### config.mk
export PLATFORM = sky130hd
export DESIGN_NAME = iicu_top
export DESIGN_NICKNAME = d
export VERILOG_FILES = /design/src/rtl/iicu_top.v
export VERILOG_INCLUDE_DIRS = /design/src /design/src/pkg
export SDC_FILE = /design/constraint.sdc
export NUM_CORES = 1
export LEC_CHECK = 0
export BUFFER_PORTS_ARGS = -buffer_cell sky130_fd_sc_hd__buf_2
export CELL_PAD_IN_SITES_DETAIL_PLACEMENT = 1
export CELL_PAD_IN_SITES_GLOBAL_PLACEMENT = 1
export CORE_MARGIN = 2
export CORE_UTILIZATION = 35
export DETAILED_ROUTE_END_ITERATION = 12
export GPL_ROUTABILITY_DRIVEN = 0
export MAX_ROUTING_LAYER = met4
export PLACE_DENSITY = 0.77
export SETUP_SLACK_MARGIN = 0.05
export SYNTH_ARGS = -nofsm -noshare
export SYNTH_HDL_FRONTEND = slang
export SYNTH_SLANG_ARGS = --single-unit
### constraint.sdc
create_clock -name sys_clk -period 15.1 [get_ports sys_clk]
set_input_delay 0.755 -clock sys_clk [delete_from_list [all_inputs] [get_ports sys_clk]]
set_output_delay 0.755 -clock sys_clk [all_outputs]
set_load 0.03 [all_outputs]
### src/pkg/iicu_map.vh
// iicu_map.vh: constants for the input, interval timer and counter unit.
// assumes a 100 MHz sys_clk; included by rtl/iicu_top.v by bare name.
// How it works
// [RULE_01] four built-in inputs request interrupts on their off-to-on change
// [RULE_02] an input interrupt stays masked until control code 000 clears its mask
// [RULE_03] scheduled timer mode requests interrupts repeatedly at the commanded period
// [RULE_04] three interval timers 0 to 2; one-shot mode interrupts once then stops
// [RULE_05] host never runs interval timer 2 while high-speed counter 0 is used
// [RULE_06] counter mode decrements on each input rise, up to 1 kHz, interrupts at zero
// [RULE_07] control code 003 loads the counter-mode set value and clears the mask
// [RULE_08] counter-mode channels count with requests masked, count still readable
// [RULE_09] target mode requests when the count equals any comparison table entry
// [RULE_10] range mode requests while the count lies between lower and upper limit
// [RULE_11] counter 0 counts quadrature up to 2.5 kHz or incrementing up to 5 kHz
// [RULE_12] expansion counter decodes quadrature with multiplication one, two or four
// [RULE_13] expansion counter also takes pulse plus direction and up/down pulse inputs
// [RULE_14] expansion counter range is ring, wrapping, or linear, bounded
// [RULE_15] absolute value is given as decimal digits or degrees, 8, 10 or 12 bit
// [RULE_16] absolute position is taken from a parallel Gray-coded word
// [RULE_17] host sets the absolute resolution equal to the encoder bit width
// [RULE_18] Gray to binary by running xor from the top bit, masked to resolution
// [RULE_19] each source latches a pending flag held until acknowledged
`ifndef IICU_MAP_VH
`define IICU_MAP_VH
`define IICU_CC_UNMASK 3'h0
`define IICU_CC_MASK 3'h1
`define IICU_CC_LOAD 3'h3
`define IICU_HM_QUAD 2'h0
`define IICU_HM_PDIR 2'h1
`define IICU_HM_UPDN 2'h2
`define IICU_HM_INC 2'h3
`define IICU_MUL_X1 2'h0
`define IICU_MUL_X2 2'h1
`define IICU_CM_OFF 2'h0
`define IICU_CM_TGT 2'h1
`define IICU_CM_RNG 2'h2
`define IICU_RES_8 2'h0
`define IICU_RES_10 2'h1
`define IICU_CLK_NS 10
`define IICU_TICK_NS 1000
`define IICU_TICK_CYC (`IICU_TICK_NS / `IICU_CLK_NS)
`define IICU_IRQ_TMR 4
`define IICU_IRQ_HSC 7
`define IICU_TBL_N 4
`define IICU_DEG 360
`endif

### src/rtl/iicu_top.v
// iicu_top: input interrupts, input counters, interval timers, two pulse
// counters with comparison, absolute Gray encoder path.
// assumes pins are asynchronous to sys_clk; host controls are on sys_clk.
`timescale 1ns/100ps
`default_nettype none
`include "iicu_map.vh"
module iicu_top (
    input wire sys_clk,
    input wire reset,
    input wire [3:0] in_pin,
    input wire cmd_valid,
    input wire [1:0] cmd_ch,
    input wire [2:0] control_code,
    input wire [15:0] cmd_value,
    input wire tmr_start,
    input wire tmr_stop,
    input wire [1:0] tmr_sel,
    input wire tmr_oneshot,
    input wire [15:0] tmr_period,
    input wire [1:0] hsc_a,
    input wire [1:0] hsc_b,
    input wire hsc_z,
    input wire [3:0] hsc_mode,
    input wire [3:0] hsc_mult,
    input wire [1:0] hsc_linear,
    input wire [31:0] hsc_max,
    input wire tbl_we,
    input wire tbl_ctr,
    input wire [1:0] tbl_idx,
    input wire [15:0] tbl_val,
    input wire [3:0] cmp_mode,
    input wire [31:0] cmp_lo,
    input wire [31:0] cmp_hi,
    input wire [11:0] abs_gray,
    input wire [1:0] abs_res,
    input wire abs_deg_mode,
    input wire [8:0] irq_ack,
    output reg [3:0] in_mask_q,
    output reg [3:0] in_cnt_mode_q,
    output reg [63:0] count_value_q,
    output reg [2:0] tmr_run_q,
    output reg [31:0] hsc_count_q,
    output reg [8:0] irq_pend_q,
    output reg [8:0] irq_req_q,
    output reg [15:0] abs_value_q
);

////////////////////////////////////////////////////////////////////////
// pin synchronisers: first stage feeds only the second
reg [3:0] in_s1_q, in_s2_q, in_s3_q;
reg [1:0] a_s1_q, a_s2_q, a_s3_q, b_s1_q, b_s2_q, b_s3_q;
reg z_s1_q, z_s2_q;
reg [11:0] g_s1_q, g_s2_q;
always @(posedge sys_clk) begin
    if (reset) begin
        in_s1_q <= 4'h0;
        in_s2_q <= 4'h0;
        in_s3_q <= 4'h0;
        a_s1_q <= 2'h0;
        a_s2_q <= 2'h0;
        a_s3_q <= 2'h0;
        b_s1_q <= 2'h0;
        b_s2_q <= 2'h0;
        b_s3_q <= 2'h0;
        z_s1_q <= 1'b0;
        z_s2_q <= 1'b0;
        g_s1_q <= 12'h000;
        g_s2_q <= 12'h000;
    end else begin
        // third stage only keeps the previous sample for edge detection
        in_s1_q <= in_pin;
        in_s2_q <= in_s1_q;
        in_s3_q <= in_s2_q;
        a_s1_q <= hsc_a;
        a_s2_q <= a_s1_q;
        a_s3_q <= a_s2_q;
        b_s1_q <= hsc_b;
        b_s2_q <= b_s1_q;
        b_s3_q <= b_s2_q;
        z_s1_q <= hsc_z;
        z_s2_q <= z_s1_q;
        g_s1_q <= abs_gray;
        g_s2_q <= g_s1_q;
    end
end

// per-source set and enable, filled in by the channel loops below
wire [8:0] set_v;
wire [8:0] en_v;
wire [3:0] in_rise = in_s2_q & ~in_s3_q;

////////////////////////////////////////////////////////////////////////
// input channels: interrupt mode or decrementing counter mode
genvar i;
generate
    for (i = 0; i < 4; i = i + 1) begin : g_in
        wire hit = cmd_valid && ({30'h0, cmd_ch} == i);
        wire [15:0] cv = count_value_q[16*i +: 16];
        // unmask and load outrank counting; unmask returns the channel to interrupt mode
        always @(posedge sys_clk) begin
            if (reset) begin
                in_mask_q[i] <= 1'b1;
                in_cnt_mode_q[i] <= 1'b0;
                count_value_q[16*i +: 16] <= 16'h0000;
            end else if (hit && control_code == `IICU_CC_UNMASK) begin
                in_mask_q[i] <= 1'b0; // RULE_02
                in_cnt_mode_q[i] <= 1'b0;
            end else if (hit && control_code == `IICU_CC_LOAD) begin
                in_mask_q[i] <= 1'b0; // RULE_07
                in_cnt_mode_q[i] <= 1'b1;
                count_value_q[16*i +: 16] <= cmd_value;
            end else begin
                if (hit && control_code == `IICU_CC_MASK)
                    in_mask_q[i] <= 1'b1; // RULE_08
                // counting continues while masked, so the value stays readable
                if (in_cnt_mode_q[i] && in_rise[i] && cv != 16'h0000)
                    count_value_q[16*i +: 16] <= cv - 16'h0001; // RULE_06
            end
        end
        // a rise in the load cycle is not counted (the load defines the count) but still sets pending by the old mode
        assign set_v[i] = in_rise[i] & (~in_cnt_mode_q[i] | (cv == 16'h0001)); // RULE_01 RULE_06
        assign en_v[i] = ~in_mask_q[i]; // RULE_02
    end
endgenerate

////////////////////////////////////////////////////////////////////////
// interval timers on a shared 1 us tick; period counts ticks
reg [6:0] tick_q;
// compared at full width so the count constant is never cut silently
wire [31:0] tick_last = `IICU_TICK_CYC - 1;
wire tick = ({25'h0, tick_q} == tick_last);
always @(posedge sys_clk) begin
    if (reset || tick)
        tick_q <= 7'h00;
    else
        tick_q <= tick_q + 7'h01;
end

genvar t;
generate
    for (t = 0; t < 3; t = t + 1) begin : g_tmr
        reg os_q;
        reg [15:0] per_q, cnt_q;
        wire sel = ({30'h0, tmr_sel} == t);
        wire due = tick && tmr_run_q[t] && (cnt_q + 16'h0001 >= per_q);
        // start outranks stop; the free tick makes the first period up to one tick short
        always @(posedge sys_clk) begin
            if (reset) begin
                tmr_run_q[t] <= 1'b0;
                os_q <= 1'b0;
                per_q <= 16'h0001;
                cnt_q <= 16'h0000;
            end else if (tmr_start && sel) begin
                tmr_run_q[t] <= 1'b1; // RULE_04
                os_q <= tmr_oneshot;
                // zero period is taken as one tick
                per_q <= (tmr_period == 16'h0000) ? 16'h0001 : tmr_period; // RULE_03
                cnt_q <= 16'h0000;
            end else if (tmr_stop && sel) begin
                tmr_run_q[t] <= 1'b0;
            end else if (due) begin
                cnt_q <= 16'h0000; // RULE_03
                if (os_q)
                    tmr_run_q[t] <= 1'b0; // RULE_04
            end else if (tick && tmr_run_q[t]) begin
                cnt_q <= cnt_q + 16'h0001;
            end
        end
        assign set_v[`IICU_IRQ_TMR + t] = due; // RULE_03 RULE_04
        assign en_v[`IICU_IRQ_TMR + t] = 1'b1;
    end
endgenerate

////////////////////////////////////////////////////////////////////////
// pulse counters: 0 is built-in (quad x1 or incrementing, z clears),
// 1 is the expansion counter with all modes and ring/linear range
reg [15:0] tbl_q [0:7];
always @(posedge sys_clk) begin
    if (tbl_we)
        tbl_q[{tbl_ctr, tbl_idx}] <= tbl_val; // RULE_09
end

genvar k;
generate
    for (k = 0; k < 2; k = k + 1) begin : g_hsc
        reg moved_q;
        reg up, dn, tmatch;
        integer n;
        wire a = a_s2_q[k];
        wire b = b_s2_q[k];
        wire ea = a ^ a_s3_q[k];
        wire eb = b ^ b_s3_q[k];
        wire ra = a & ~a_s3_q[k];
        wire rb = b & ~b_s3_q[k];
        wire [1:0] mraw = hsc_mode[2*k +: 2];
        // counter 0 knows only quadrature x1 and incrementing
        wire [1:0] md = (k == 0 && mraw != `IICU_HM_INC) ? `IICU_HM_QUAD : mraw; // RULE_11
        wire [1:0] mul = (k == 0) ? `IICU_MUL_X1 : hsc_mult[2*k +: 2];
        wire [15:0] c = hsc_count_q[16*k +: 16];
        wire [15:0] mx = hsc_max[16*k +: 16];
        wire lin = hsc_linear[k];
        // direction decode per input mode, then the comparison table search
        always @* begin
            up = 1'b0;
            dn = 1'b0;
            case (md)
                `IICU_HM_QUAD: begin
                    // x4 counts all edges, x2 the a edges, x1 only a rises
                    if ((mul == `IICU_MUL_X1) ? ra : (mul == `IICU_MUL_X2) ? ea : (ea | eb)) begin // RULE_12
                        up = ea ? (a ^ b) : ~(a ^ b);
                        dn = ~up;
                    end
                end
                `IICU_HM_PDIR: begin
                    up = ra & b; // RULE_13
                    dn = ra & ~b;
                end
                `IICU_HM_UPDN: begin
                    up = ra & ~rb; // RULE_13
                    dn = rb & ~ra;
                end
                default: begin
                    up = ra; // RULE_11
                end
            endcase
            tmatch = 1'b0;
            for (n = 0; n < `IICU_TBL_N; n = n + 1)
                if (tbl_q[k * `IICU_TBL_N + n] == c)
                    tmatch = 1'b1;
        end
        // index pulse clears counter 0 only; linear range holds at its bounds
        always @(posedge sys_clk) begin
            if (reset || (k == 0 && z_s2_q)) begin
                hsc_count_q[16*k +: 16] <= 16'h0000;
                moved_q <= 1'b0;
            end else begin
                moved_q <= 1'b0;
                if (up && !(lin && c >= mx)) begin
                    hsc_count_q[16*k +: 16] <= (c >= mx) ? 16'h0000 : c + 16'h0001; // RULE_14
                    moved_q <= 1'b1;
                end else if (dn && !(lin && c == 16'h0000)) begin
                    hsc_count_q[16*k +: 16] <= (c == 16'h0000) ? mx : c - 16'h0001; // RULE_14
                    moved_q <= 1'b1;
                end
            end
        end
        wire [1:0] cm = cmp_mode[2*k +: 2];
        wire inrng = (c >= cmp_lo[16*k +: 16]) && (c <= cmp_hi[16*k +: 16]);
        // target fires once per arrival on a table value, range holds
        assign set_v[`IICU_IRQ_HSC + k] = (cm == `IICU_CM_TGT && moved_q && tmatch) // RULE_09
            || (cm == `IICU_CM_RNG && inrng); // RULE_10
        assign en_v[`IICU_IRQ_HSC + k] = 1'b1;
    end
endgenerate

////////////////////////////////////////////////////////////////////////
// pending flags: set wins over acknowledge in the same cycle
always @(posedge sys_clk) begin
    if (reset) begin
        irq_pend_q <= 9'h000;
        irq_req_q <= 9'h000;
    end else begin
        irq_pend_q <= (irq_pend_q & ~irq_ack) | set_v; // RULE_19
        irq_req_q <= ((irq_pend_q & ~irq_ack) | set_v) & en_v; // RULE_02 RULE_08
    end
end

////////////////////////////////////////////////////////////////////////
// absolute encoder: word is low-aligned, width set by abs_res
reg [11:0] wmask, bin;
reg [3:0] w;
reg [27:0] dd;
reg [31:0] deg;
integer m;
// product kept at 32 bits: the largest position times 360 fits with room
localparam [31:0] DEG_MUL = `IICU_DEG;
always @* begin
    case (abs_res)
        `IICU_RES_8: begin // RULE_15
            wmask = 12'h0ff;
            w = 4'h8;
        end
        `IICU_RES_10: begin
            wmask = 12'h3ff;
            w = 4'ha;
        end
        default: begin
            wmask = 12'hfff;
            w = 4'hc;
        end
    endcase
    bin = 12'h000;
    bin[11] = g_s2_q[11] & wmask[11];
    // running xor from the top; bits above the width are masked off
    for (m = 10; m >= 0; m = m - 1)
        bin[m] = bin[m + 1] ^ (g_s2_q[m] & wmask[m]); // RULE_16 RULE_18
    bin = bin & wmask; // RULE_18
    // shift-and-add-3 to four decimal digits
    dd = {16'h0000, bin};
    for (m = 0; m < 12; m = m + 1) begin
        if (dd[15:12] > 4'h4) dd[15:12] = dd[15:12] + 4'h3;
        if (dd[19:16] > 4'h4) dd[19:16] = dd[19:16] + 4'h3;
        if (dd[23:20] > 4'h4) dd[23:20] = dd[23:20] + 4'h3;
        if (dd[27:24] > 4'h4) dd[27:24] = dd[27:24] + 4'h3;
        dd = {dd[26:0], 1'b0};
    end
    deg = ({20'h00000, bin} * DEG_MUL) >> w; // RULE_15
end

// registered so the output never shows the conversion ripple
always @(posedge sys_clk) begin
    if (reset)
        abs_value_q <= 16'h0000;
    else
        abs_value_q <= abs_deg_mode ? deg[15:0] : dd[27:12]; // RULE_15
end

endmodule // iicu_top
`default_nettype wire
==> summary by stage, run 1 <==
Outcome
The flow ran to the end, and the final reports show no timing, DRC or antenna violations.

STA
In the finished design, the share of the clock period the worst path needs comes to roughly two thirds. The worst hold slack after final layout is 0.348 ns. The hold violation total from the final report is 0.

The number of setup violations in the final report is 0. After routing, the total negative slack on setup checks comes to 0 ns. The worst slew slack as a fraction of its limit is 20.7%.

Setup repair after global routing left no endpoint under its margin. The timing-limited maximum frequency is 102 MHz. For the pin with the worst max-slew slack, the measured transition is 1.19 ns. The routed design could run at a clock period as short as 9.77 ns. The total count of max-transition violations in the final report was 0. Clock skew on the completed layout was measured at between 0.02 and 0.03 ns.

Placed design
The total instance count after detailed placement is 4597. The number of input and output port buffers inserted is 345. Once placement finished, the instance area stood at 0.0311 sq mm.

After legalization and detailed placement, the total HPWL measured ~70 mm.

Worst setup path
The timing endpoint of the critical path is abs_value_q[2]$_SDFF_PP0_. The worst reg-to-reg path cell count is 37. The required time reported for the critical path endpoint is 15.58 ns. The largest individual stage delay along the critical path comes from the cell a211oi_2. In this design, the critical path's most frequently occurring cell is ha_1.

The arrival time reported for the critical path endpoint is around 10 ns. Setup slack on the worst reg-to-reg path comes out at 5.38 ns. The delay of the slowest critical-path stage is 0.58 ns. The endpoint of the worst-slack reg-to-reg timing path is abs_value_q[2]$_SDFF_PP0_. STA classifies the critical path endpoint as a register. The start of the worst register-to-register path is g_s2_q[10]$_SDFF_PP0_. In this run the worst setup path begins at abs_res[1]. In this run the worst path has a maximum fanout of 18. STA classifies the critical path startpoint as an input pin.

The critical path start-end classification is input pin to register.

Synthesis
The synthesis-stage register bit count is 420. The fraction of synthesis flops using an asynchronous set or reset pin is 0%. In the post-synthesis netlist, the cell with the most instances is nand2_1. The mapped netlist covers ~0.028 sq mm. Sorting the synthesized cells by area gives the leading types as dfxtp_1, edfxtp_1, ha_1. The synthesized instance count is 3318. The commonest cells after synthesis are nand2_1, dfxtp_1, inv_1, o21ai_0, ha_1. The share of synthesized area occupied by flip-flops and latches is 34.2%. The share of the synthesized area in the top cell type is slightly above 20%. The number of different library cells used by synthesis comes to 107. The average instance in the mapped netlist occupies 8.54 sq um. Of all cell types, the one taking the most synthesized area is dfxtp_1. The number of nets handed over by synthesis was 3765.

The most used flip-flop cell after synthesis is dfxtp_1. Yosys printed 0 warnings. The number of synthesized flops with an enable pin is roughly 130.

Routing
After detailed routing, the average wire length per cell comes to 20.3 um. The detailed router finished its first iteration with 1364 violations. Summed over all layers, the routed wires come to 95.6 mm. In the routed layout, each cell is associated on average with a via count of 5.52.

The final routed DRC violation total is 0. The iteration count of the initial detailed-routing pass is 5. Summing over every cut layer, the via total after detailed routing is 26013. The number of nets with antenna violations after routing is 0.

Clock tree
The number of buffers added for setup after CTS is 0. Once the clock tree was built, the resizer swapped 0 gates to a different size. The number of clock buffers added by TritonCTS is 53. Clock-pin slew was measured on the worst setup and hold paths at 0.06 ns. The clock tree from TritonCTS is done. The worst-skew pair later-pin latency is ~0.62 ns. The clock net in this run drives a total of 420 sinks. The library cell used as clock root buffer is clkbuf_16. After clock tree synthesis, the flow added hold-fix buffers numbering 0. The number of buffers on the longest clock path is 3. The number of H-tree levels is 2.

Global route
The number of global-route vias before repair is 26138. Entering global routing, the biggest net connects 60 pins. The initial antenna violation count is 22.

For this run the aggregate overflow at the end of global routing stands at 0. The global router's overall resource usage is 22.8%. The first global-routing pass estimated 146 mm of wire.

Floorplanning
The initial utilization of the core area, before any placement, comes to 35.3%. For this design the top-level I/O count stands at around 350. The die span in x is 289 um. The floorplan step defined a core boundary enclosing 0.0803 sq mm. The die area is 0.0833 sq mm. The floorplan step set the die height to between 200 and 300 um. The placement row count is 104.

Worst hold path
In this run the worst hold path is classified as input pin to register.

Layout
Of the cells placed in the final design, the portion with a size suffix greater than 1 is 15.3%. The layout overhead on the synthesized area is 16.5%. The post-route cell area is 0.0330 sq mm. The count of cells in the finished layout, fillers not included, comes to 4713. The net total in the final layout is a little over 4000.

Run
The tool flagged a number of max-cap violations equal to 0.

Power
For this design the static power due to leakage is 14.3 nW. The power per cell area is 134 mW/mm^2. VDD sags by at most 119 uV. The design draws 4.41 mW.
-- critical path: cells and delay by family --
kind / cells / cell delay [ns]
xor gates and xnor gates: 6 / 1.40
buffers and inverters: 6 / 1.04
AOI/OAI and AO/OA: 8 / 2.42
adders and majority gates: 9 / 2.48
and+or+nand+nor: 7 / 1.66
muxes: 3 / 0.46
-- flip-flops by register name (all words and copies together), names as in the netlist, 7 cells and up --
signal	flops
g_in.cv	64
tick_q	7
g_s2_q	12
tbl_q	128
g_s1_q	12
abs_value_q	15
g_hsc.c	32
g_tmr.cnt_q	48
g_tmr.per_q	48
irq_pend_q	9
-- stage by stage --
step	setup slack [ns]	util [%]
final	5.33	41.1
after global routing	4.62	41.1
after CTS	5.41	41.1
after detailed placement	4.82	38.7
after global placement	5.03	38.7
after floorplan	6.02	-
-- where the power goes --
part / total, mW / internal [mW] / switching [mW] / leakage (nW)
registers: 1.25 / 1.21 / 0.0394 / 3.53
logic: 1.82 / 0.721 / 1.10 / 9.85
clock network: 1.35 / 0.805 / 0.545 / 0.903
-- logic make-up (layout without fill, tap and decap cells) --
logic type	after synthesis	after routing	share of synthesized area (%)
xor gates and xnor gates	247	247	7.90
adders and majority gates	240	240	11.1
muxes	33	33	1.28
AOI/OAI and AO/OA	857	857	19.9
and+or+nand+nor	1089	1089	19.8
buffers and inverters	431	748	5.86
DFF	420	420	34.2
other	1	19	0.0132
-- area by class of cell --
type                    instances  area (sq um)
flip-flops and latches        420          9690
fillers                      9567         47300
multi-input cells            2467         17000
diodes                         18          45.0
repair buffers                394          2100
well taps                    1060          1330
clock buffers                  72          1500
inverters                     256           963
clock inverters                26           354
-- how the worst min path moves through the flow --
| stage | from | to | slack [ns] | depth (start not counted) |
|---|---|---|---|---|
| finish | abs_gray[11] | g_s1_q[11]$_SDFF_PP0_ | 0.35 | 2 |
| global route | hsc_b[0] | b_s1_q[0]$_SDFF_PP0_ | 0.32 | 2 |
| CTS | hsc_b[1] | b_s1_q[1]$_SDFF_PP0_ | 0.31 | 2 |
| detailed placement | g_s1_q[2]$_SDFF_PP0_ | g_s2_q[2]$_SDFF_PP0_ | 0.42 | 1 |
| global placement | g_s1_q[6]$_SDFF_PP0_ | g_s2_q[6]$_SDFF_PP0_ | 0.42 | 1 |
| floorplan | a_s1_q[0]$_SDFF_PP0_ | a_s2_q[0]$_SDFF_PP0_ | 0.41 | 1 |
-- cell usage in the layout (no fill, tap or decap), types with 19 or more instances in the layout --
| cell | instances |
|---|---|
| xnor2_1 | 194 |
| mux2i_1 | 19 |
| o22ai_1 | 52 |
| a21o_1 | 112 |
| inv_1 | 248 |
| clkbuf_16 | 54 |
| nand2b_1 | 40 |
| o211ai_1 | 31 |
| nand3_1 | 95 |
| nor2b_1 | 73 |
| nor4b_1 | 35 |
| or3_1 | 22 |
| nand4_1 | 51 |
| nand3b_1 | 29 |
| a211oi_1 | 43 |
| xor2_1 | 46 |
| a21oi_1 | 140 |
| o21ai_0 | 241 |
| edfxtp_1 | 128 |
| ha_1 | 221 |
| dfxtp_1 | 292 |
| and3_1 | 78 |
| nand2_1 | 294 |
| nor4_1 | 40 |
| buf_4 | 49 |
| a22oi_1 | 35 |
| a31oi_1 | 39 |
| nor3_1 | 86 |
| nor2_1 | 181 |
| buf_2 | 344 |
-- per-layer routing --
metal,up-vias,wire length (um),track usage [%]
li1,12477,-,-
met1,12681,41500,28.1
met2,642,44200,36.3
met3,213,5800,4.68
met4,0,4050,9.68
met5,-,0,-
Note: power is estimated with default switching activity, not from simulation.
==> run 2: changes to the inputs <==
Settings changed: PLACE_DENSITY 0.77 to 0.79.
Clock period 15.1 ns to 8.3 ns, I/O delays scaled along.
==> summary by stage, run 2 (same netlist as run 1, synthesis figures left out) <==
Clock tree
The clock tree from TritonCTS is done. Counting every sink on the clock net gives 420. Clock-pin slew was measured on the worst setup and hold paths at 0.06 ns. The number of buffers on the longest clock path is 3. The CTS buffer count is 51.

The later pin in the worst-skew pair is clocked with a latency of between 0.6 and 0.7 ns. In this run the number of H-tree levels came out at 2. In this run the clock root is driven by a clkbuf_16.

Worst hold path
The launch point of the worst hold path is abs_gray[9]. The type of the most critical hold path is input pin to register. The hold path endpoint is g_s1_q[9]$_SDFF_PP0_. The depth of the worst hold-timing path is 2.

Layout
The share of layout cells above drive strength 1 is 18.7%. Summing all non-filler instances in the final layout gives an area of 0.0340 sq mm. tbl_q holds more flip-flops than any other register. The library cells used most frequently in the layout, excluding fill and tap cells, are buf_2, nand2_1, dfxtp_1. The net total in the final layout is 4125. The multi-input combinational cell area is 0.0175 sq mm. The sequential cells in the finished layout cover a total of approximately 0.0097 sq mm. The most common library cell in the layout ignoring fill and taps is buf_2.

The number of fill cells in the layout is slightly below 10000. The register with the most flip-flops in the layout has 128 of them. Excluding fillers, the count of instances in the completed layout stands at 4800. From synthesis to final layout, the design area changed by 20.1%. Cells fill 42.4% of the core in the end.

Worst setup path
Setup slack on the worst reg-to-reg path comes out at 0.33 ns. The top fanout value on the critical path is 7. The top cell family by delay on the critical path is compound AO/OA/AOI/OAI gates. On the worst path, the slowest cell contributes a delay of 0.53 ns.

The capturing element type of the critical path is a register. The worst register-to-register path has a depth of 36. The critical path is of the register to register type. The worst register-to-register path ends at abs_value_q[4]$_SDFF_PP0_.

The required time reported for the critical path endpoint is 8.82 ns. The slowest cell on the critical path is or4_4. At the worst endpoint, the arrival time is roughly 8.5 ns. The type of origin of the critical path is a register. Counting both buffers and inverters, the worst setup path holds a total of 3. The worst register-to-register path begins at g_s2_q[11]$_SDFF_PP0_.

STA
For the pin with the worst max-slew slack, the measured transition is 1.34 ns. The total count of max-transition violations in the final report was 0. For the final routed database, the setup TNS stands at 0 ns. The hold violation total from the final report is 0. In this run the tightest slew margin relative to its limit is 10.5%. The clock period could shrink to approximately 8.0 ns. The number of setup violations in the final report is 0. The clock tree skew after final layout is 0.0503 ns. For this run, the top clock speed supported by timing is 125 MHz. The final critical-path share of the clock period is 96.1%.

Global route
The initial antenna violation count is 24. The first global-routing pass estimated 153 mm of wire. After global routing the overflow that remains totals 0. Entering global routing, the biggest net connects 67 pins. The number of global-route vias before repair is around 27000. Across every metal layer, demand over resource in global routing totals 23.8%.

Placed design
After legalization and detailed placement, the total HPWL measured 72.2 mm. After detailed placement, the design holds a cell count of 4645. Once placement finished, the instance area stood at 0.0316 sq mm. Port buffering added 345 buffers.

Outcome
The flow ran to the end, and the final reports show no timing, DRC or antenna violations.

Floorplanning
The placeable core region is 0.0803 sq mm. The die span in x is 289 um. The die area is 0.0833 sq mm. The number of placed I/O pins is 349. The die outline height is 289 um. The starting utilization of the core area is 35.3%.

The placement row count is 104.

Routing
The sum of routed wire length over all layers is 100 mm. The iteration count of the initial detailed-routing pass is 5. In this run, the number of DRC markers left after iteration 0 of detailed routing was 1508. In the final routed layout, each cell accounts on average for approximately 21 um. Across all layers, the routed design uses ~27000 vias. In this run the remaining antenna-violating nets after routing total 0. After detailed routing, the number of remaining DRC violations is 0.

The average via count per standard cell is 5.56.

Run
Across the run, the number of max-cap violations was 0.

Power
The power per cell area is 257 mW/mm^2. The largest vdd supply drop is 285 uV. The analysis attributes to cell leakage a power of around 15 nW.
run 2: changes by cell type in the layout (fill, tap and decap cells not counted), moves of 5 or more:
cell / previous run / this run
xnor2_1: 194 / 189
buf_4: 49 / 130
mux2_4: 0 / 5
ha_4: 0 / 7
o21ai_0: 241 / 236
mux2_2: 12 / 7
ha_2: 0 / 9
clkinv_2: 8 / 15
ha_1: 221 / 205
run 2: timing repair:
| item | in CTS | in global routing |
|---|---|---|
| hold buffers | 4 | 0 |
| endpoints found under the hold margin | 4 | 0 |
| pin swaps | 8 | 33 |
| resized for setup | 27 | 59 |
| setup endpoints to repair | 12 | 12 |
| setup buffers | 9 | 27 |
run 2: worst max path at each step:
stage | depth (start not counted) | end | slack (ns) | from
floorplan | 39 | abs_value_q[3]$_SDFF_PP0_ | 0.07 | abs_res[1]
global placement | 38 | abs_value_q[10]$_SDFF_PP0_ | -0.05 | abs_res[1]
detailed placement | 35 | abs_value_q[10]$_SDFF_PP0_ | -0.35 | g_s2_q[10]$_SDFF_PP0_
CTS | 40 | abs_value_q[10]$_SDFF_PP0_ | 0.04 | g_s2_q[10]$_SDFF_PP0_
global route | 39 | abs_value_q[9]$_SDFF_PP0_ | -0.1 | g_s2_q[11]$_SDFF_PP0_
finish | 36 | abs_value_q[4]$_SDFF_PP0_ | 0.33 | g_s2_q[11]$_SDFF_PP0_
run 2: power by group:
part | switching, mW | internal (mW)
combinational | 2.34 | 1.86
sequential | 0.0486 | 2.19
clock | 0.966 | 1.32
run 2: layer usage:
metal | wire (um) | share of wire (%) | vias up | global-route usage [%]
li1 | - | - | 12664 | -
met1 | 43900 | 44 | 13148 | 29.9
met2 | 47300 | 47 | 698 | 38.4
met3 | 5320 | 5.3 | 188 | 3.82
met4 | 3730 | 3.7 | 0 | 9.24
met5 | 0 | 0 | - | -
run 2: final cells by class:
class	instances	share of cell area (%)
Multi-Input combinational cell	2467	51.4
Sequential cell	420	28.5
Timing Repair Buffer	482	8.20
Clock buffer	66	4.09
Tap cell	1060	3.90
Inverter	256	2.83
Clock inverter	27	0.894
Antenna cell	22	0.162
run 2: per-stage QoR:
stage / power (mW) / worst slack (ns) / hold WS [ns]
CTS: 8.25 / 0.0358 / 0.00635
global route: 9.26 / -0.0991 / 0.0268
finish: 8.73 / 0.326 / 0.0422
detailed placement: 5.74 / -0.352 / 0.424
floorplan: 4.89 / 0.0658 / 0.414
global placement: 5.63 / -0.0532 / 0.415
==> run 3: changes to the inputs <==
Settings changed: ABC_AREA set to 1, CAP_MARGIN set to 20, PLACE_DENSITY 0.79 to 0.81.
==> summary by stage, run 3 <==
Global route
The initial antenna violation count is 4. The sum of overflow across all layers after global routing is 0. The number of global-route vias before repair is 26623. The maximum number of pins on one net before global-route repair is 67. The global-route wire length before repair is approximately 140 mm.

The global router's overall resource usage is between 20 and 25%.

Synthesis
The cell area that synthesis handed to floorplanning was about 0.028 sq mm. The largest area contributor in the synthesized netlist is dfxtp_1. The number of warnings issued by yosys is 0.

Ranked by total cell area, the synthesized netlist is headed by dfxtp_1, edfxtp_1, ha_1. The top flip-flop cell by instance count after synthesis is dfxtp_1. The mean instance size in the synthesized netlist is 7.65 sq um. inv_1 is the most common cell in the netlist. Synthesis handed over a netlist of 3610 instances. The fraction of synthesis flops using an asynchronous set or reset pin is 0%. After synthesis, the netlist uses 64 different library cells. The number of synthesized flops with an enable pin is about 130. In this run the biggest area consumer among cell types represents 21.2% of the synthesized area. Summing the sequential cell areas from Yosys gives 35.1% of the chip area. The synthesis-stage register bit count is 420.

After synthesis, the most frequently instantiated cells are inv_1, nand2_1, nor2_1, dfxtp_1, ha_1. The number of nets handed over by synthesis was about 4100.

Layout
In the layout the commonest cells are inv_1, nand2_1, buf_2. The multi-input combinational cell area is 0.0150 sq mm. Leaving out fill and tap cells, the most frequent cell in the layout is inv_1. The register with the most flip-flops in the layout has 128 of them.

The layout overhead on the synthesized area is 16.7%. The net total in the final layout is 4387. The register with the most flip-flops in the final layout is tbl_q. In the final layout, flip-flops and latches occupy around 0.0097 sq mm.

The finished cells cover 0.0322 sq mm. The number of fill cells in the layout is 9794. The post-route netlist has 14.8% of its cells at a drive strength greater than 1.

STA
In the final timing run, aggregate negative setup slack is 0 ns. The worst slew slack as a fraction of its limit is 20.0%. The final critical-path share of the clock period is 82.9%.

Setup repair after global routing left no endpoint under its margin. At the pin with the least slew margin, the transition time is 1.20 ns. The timing-limited maximum frequency is 145 MHz. The clock tree skew after final layout is 0.0120 ns.

Setup violations remaining at the end of the flow were counted as 0. The post-route minimum period is 6.88 ns. The total count of max-transition violations in the final report is 0.

The hold violation total from the final report is 0.

Worst setup path
In this run the worst path has a maximum fanout of 8. The most common cell type on the critical path is nand2_1. The top cell family by delay on the critical path is simple AND/OR/NAND/NOR gates. For this run, the slowest stage of the critical path takes 0.41 ns. The first element of the critical path is g_s2_q[11]$_SDFF_PP0_.

The count of buffering cells on the critical path with inverters included is 9. In this run the register-to-register setup slack is between 1 and 1.5 ns. The start of the worst register-to-register path is g_s2_q[11]$_SDFF_PP0_. The arrival time reported for the critical path endpoint is 7.40 ns. The largest individual stage delay along the critical path comes from the cell dfxtp_1. STA classifies the critical path startpoint as a register. The capturing element type of the critical path is a register. The required time reported for the critical path endpoint is roughly 8.8 ns.

The worst reg-to-reg path cell count is 53. The endpoint of the worst-slack reg-to-reg timing path is abs_value_q[4]$_SDFF_PP0_. The critical path in this run is classified as register to register.

Clock tree
The CTS buffer count is 50. The number of buffers on the longest clock path is 3. The worst-skew pair later-pin latency is 0.59 ns. The number of H-tree levels is 2. The tree built by TritonCTS fans out to 420 sinks. Gates resized during post-CTS repair numbered 0. The clock tree from TritonCTS is done. The library cell used as clock root buffer is clkbuf_16.

Clock-pin slew was measured on the worst setup and hold paths at around 0.060 ns.

Power
The leakage power figure is roughly 15 nW. Power spread over the standard cell area amounts to 237 mW/mm^2. The worst-case IR drop observed on VDD is around 260 uV.

The overall power of the completed layout is 7.63 mW.

Outcome
The flow ran to the end, and the final reports show no timing, DRC or antenna violations.

Placed design
In this run the cell area measured after placement is 0.0305 sq mm. During placement, the flow inserted port buffers numbering between 300 and 400. The total half-perimeter wirelength after legalization and detailed placement is 68.7 mm.

Floorplanning
The initial utilization of the core area, before any placement, comes to 35.2%. The placement row count is 103. The die outline height is 285 um. The die area is 0.0812 sq mm. The die span in x is 285 um. The placeable core region is between 0.07 and 0.08 sq mm.

The number of placed I/O pins is 349.

Routing
The count of nets left with antenna violations once routing finished came out at 0. The average via count per standard cell is 5.08. The iteration count of the initial detailed-routing pass is 5. The routed layout has approximately 26000 vias.

The initial DRC count is about 1100. Wires add up to ~90 mm. The average wire per standard cell is 17.9 um. The final routed DRC violation total is 0.

Worst hold path
The hold path endpoint is a_s1_q[1]$_SDFF_PP0_. The type of the most critical hold path is input pin to register. In this run the most critical hold path is launched from hsc_a[1].

The depth of the worst hold-timing path is 3.

Run
Max-cap violations in this run came to 0.
run 3: worst max path at each step:
stage,to,depth (start not counted)
2_1_floorplan,abs_value_q[4]$_SDFF_PP0_,51
3_3_place_gp,abs_value_q[4]$_SDFF_PP0_,54
3_5_place_dp,abs_value_q[4]$_SDFF_PP0_,54
4_1_cts,abs_value_q[4]$_SDFF_PP0_,53
5_1_grt,abs_value_q[10]$_SDFF_PP0_,52
6_report,abs_value_q[4]$_SDFF_PP0_,53
run 3: logic make-up (layout without fill, tap and decap cells):
logic type / Yosys count / after routing / synth area share [%]
fa+ha+maj: 239 / 239 / 11.3
xor+xnor: 225 / 225 / 7.29
other cells: 1 / 5 / 0.0136
buf+inv: 754 / 1126 / 10.5
mux: 1 / 1 / 0.0362
flops: 420 / 420 / 35.1
compound gates: 624 / 624 / 13.6
simple gates: 1346 / 1346 / 22.2
run 3: tightest hold or removal path, cell delays in order:
cell and delay, ns:
buf_2 0.10, inv_1 0.04, nor2_1 0.03
run 3: layout make-up:
cell class | count | share of cell area [%]
diodes | 4 | 0.0311
well taps | 1050 | 4.08
multi-input cells | 2436 | 46.7
clock buffers | 72 | 4.42
repair buffers | 386 | 6.51
inverters | 646 | 7.52
flip-flops and latches | 420 | 30.1
clock inverters | 22 | 0.722
run 3: layer usage:
metal  vias to the layer above  routed length (um)  global-route usage, %
met5                         -                   0                      -
met4                         0                2970                   7.07
met3                       175                4190                   3.46
met2                       541               44400                   38.8
met1                     12317               38600                   26.7
li1                      12542                   -                      -
run 3: metrics by stage:
| step | hold slack, ns | util [%] | instances | worst slack [ns] |
|---|---|---|---|---|
| floorplan | 0.388 | - | 3610 | 2.12 |
| global placement | 0.388 | 38.8 | 4930 | 1.39 |
| detailed placement | 0.398 | 38.8 | 4931 | 1.14 |
| CTS | 0.00166 | 41.0 | 5030 | 1.37 |
| global route | 0.0203 | 41.1 | 5036 | 0.691 |
| finish | 0.0321 | 41.1 | 5036 | 1.42 |
run 3: repair_timing:
item / in CTS / in global routing
hold endpoints to repair: 5 / 0
buffers inserted: 0 / 0
hold buffers: 5 / 0
run 3: power breakdown:
group	switching (mW)	leakage, nW	internal, mW
Combinational	2.07	10.8	1.09
Clock	0.942	0.802	1.27
Sequential	0.0631	3.53	2.19
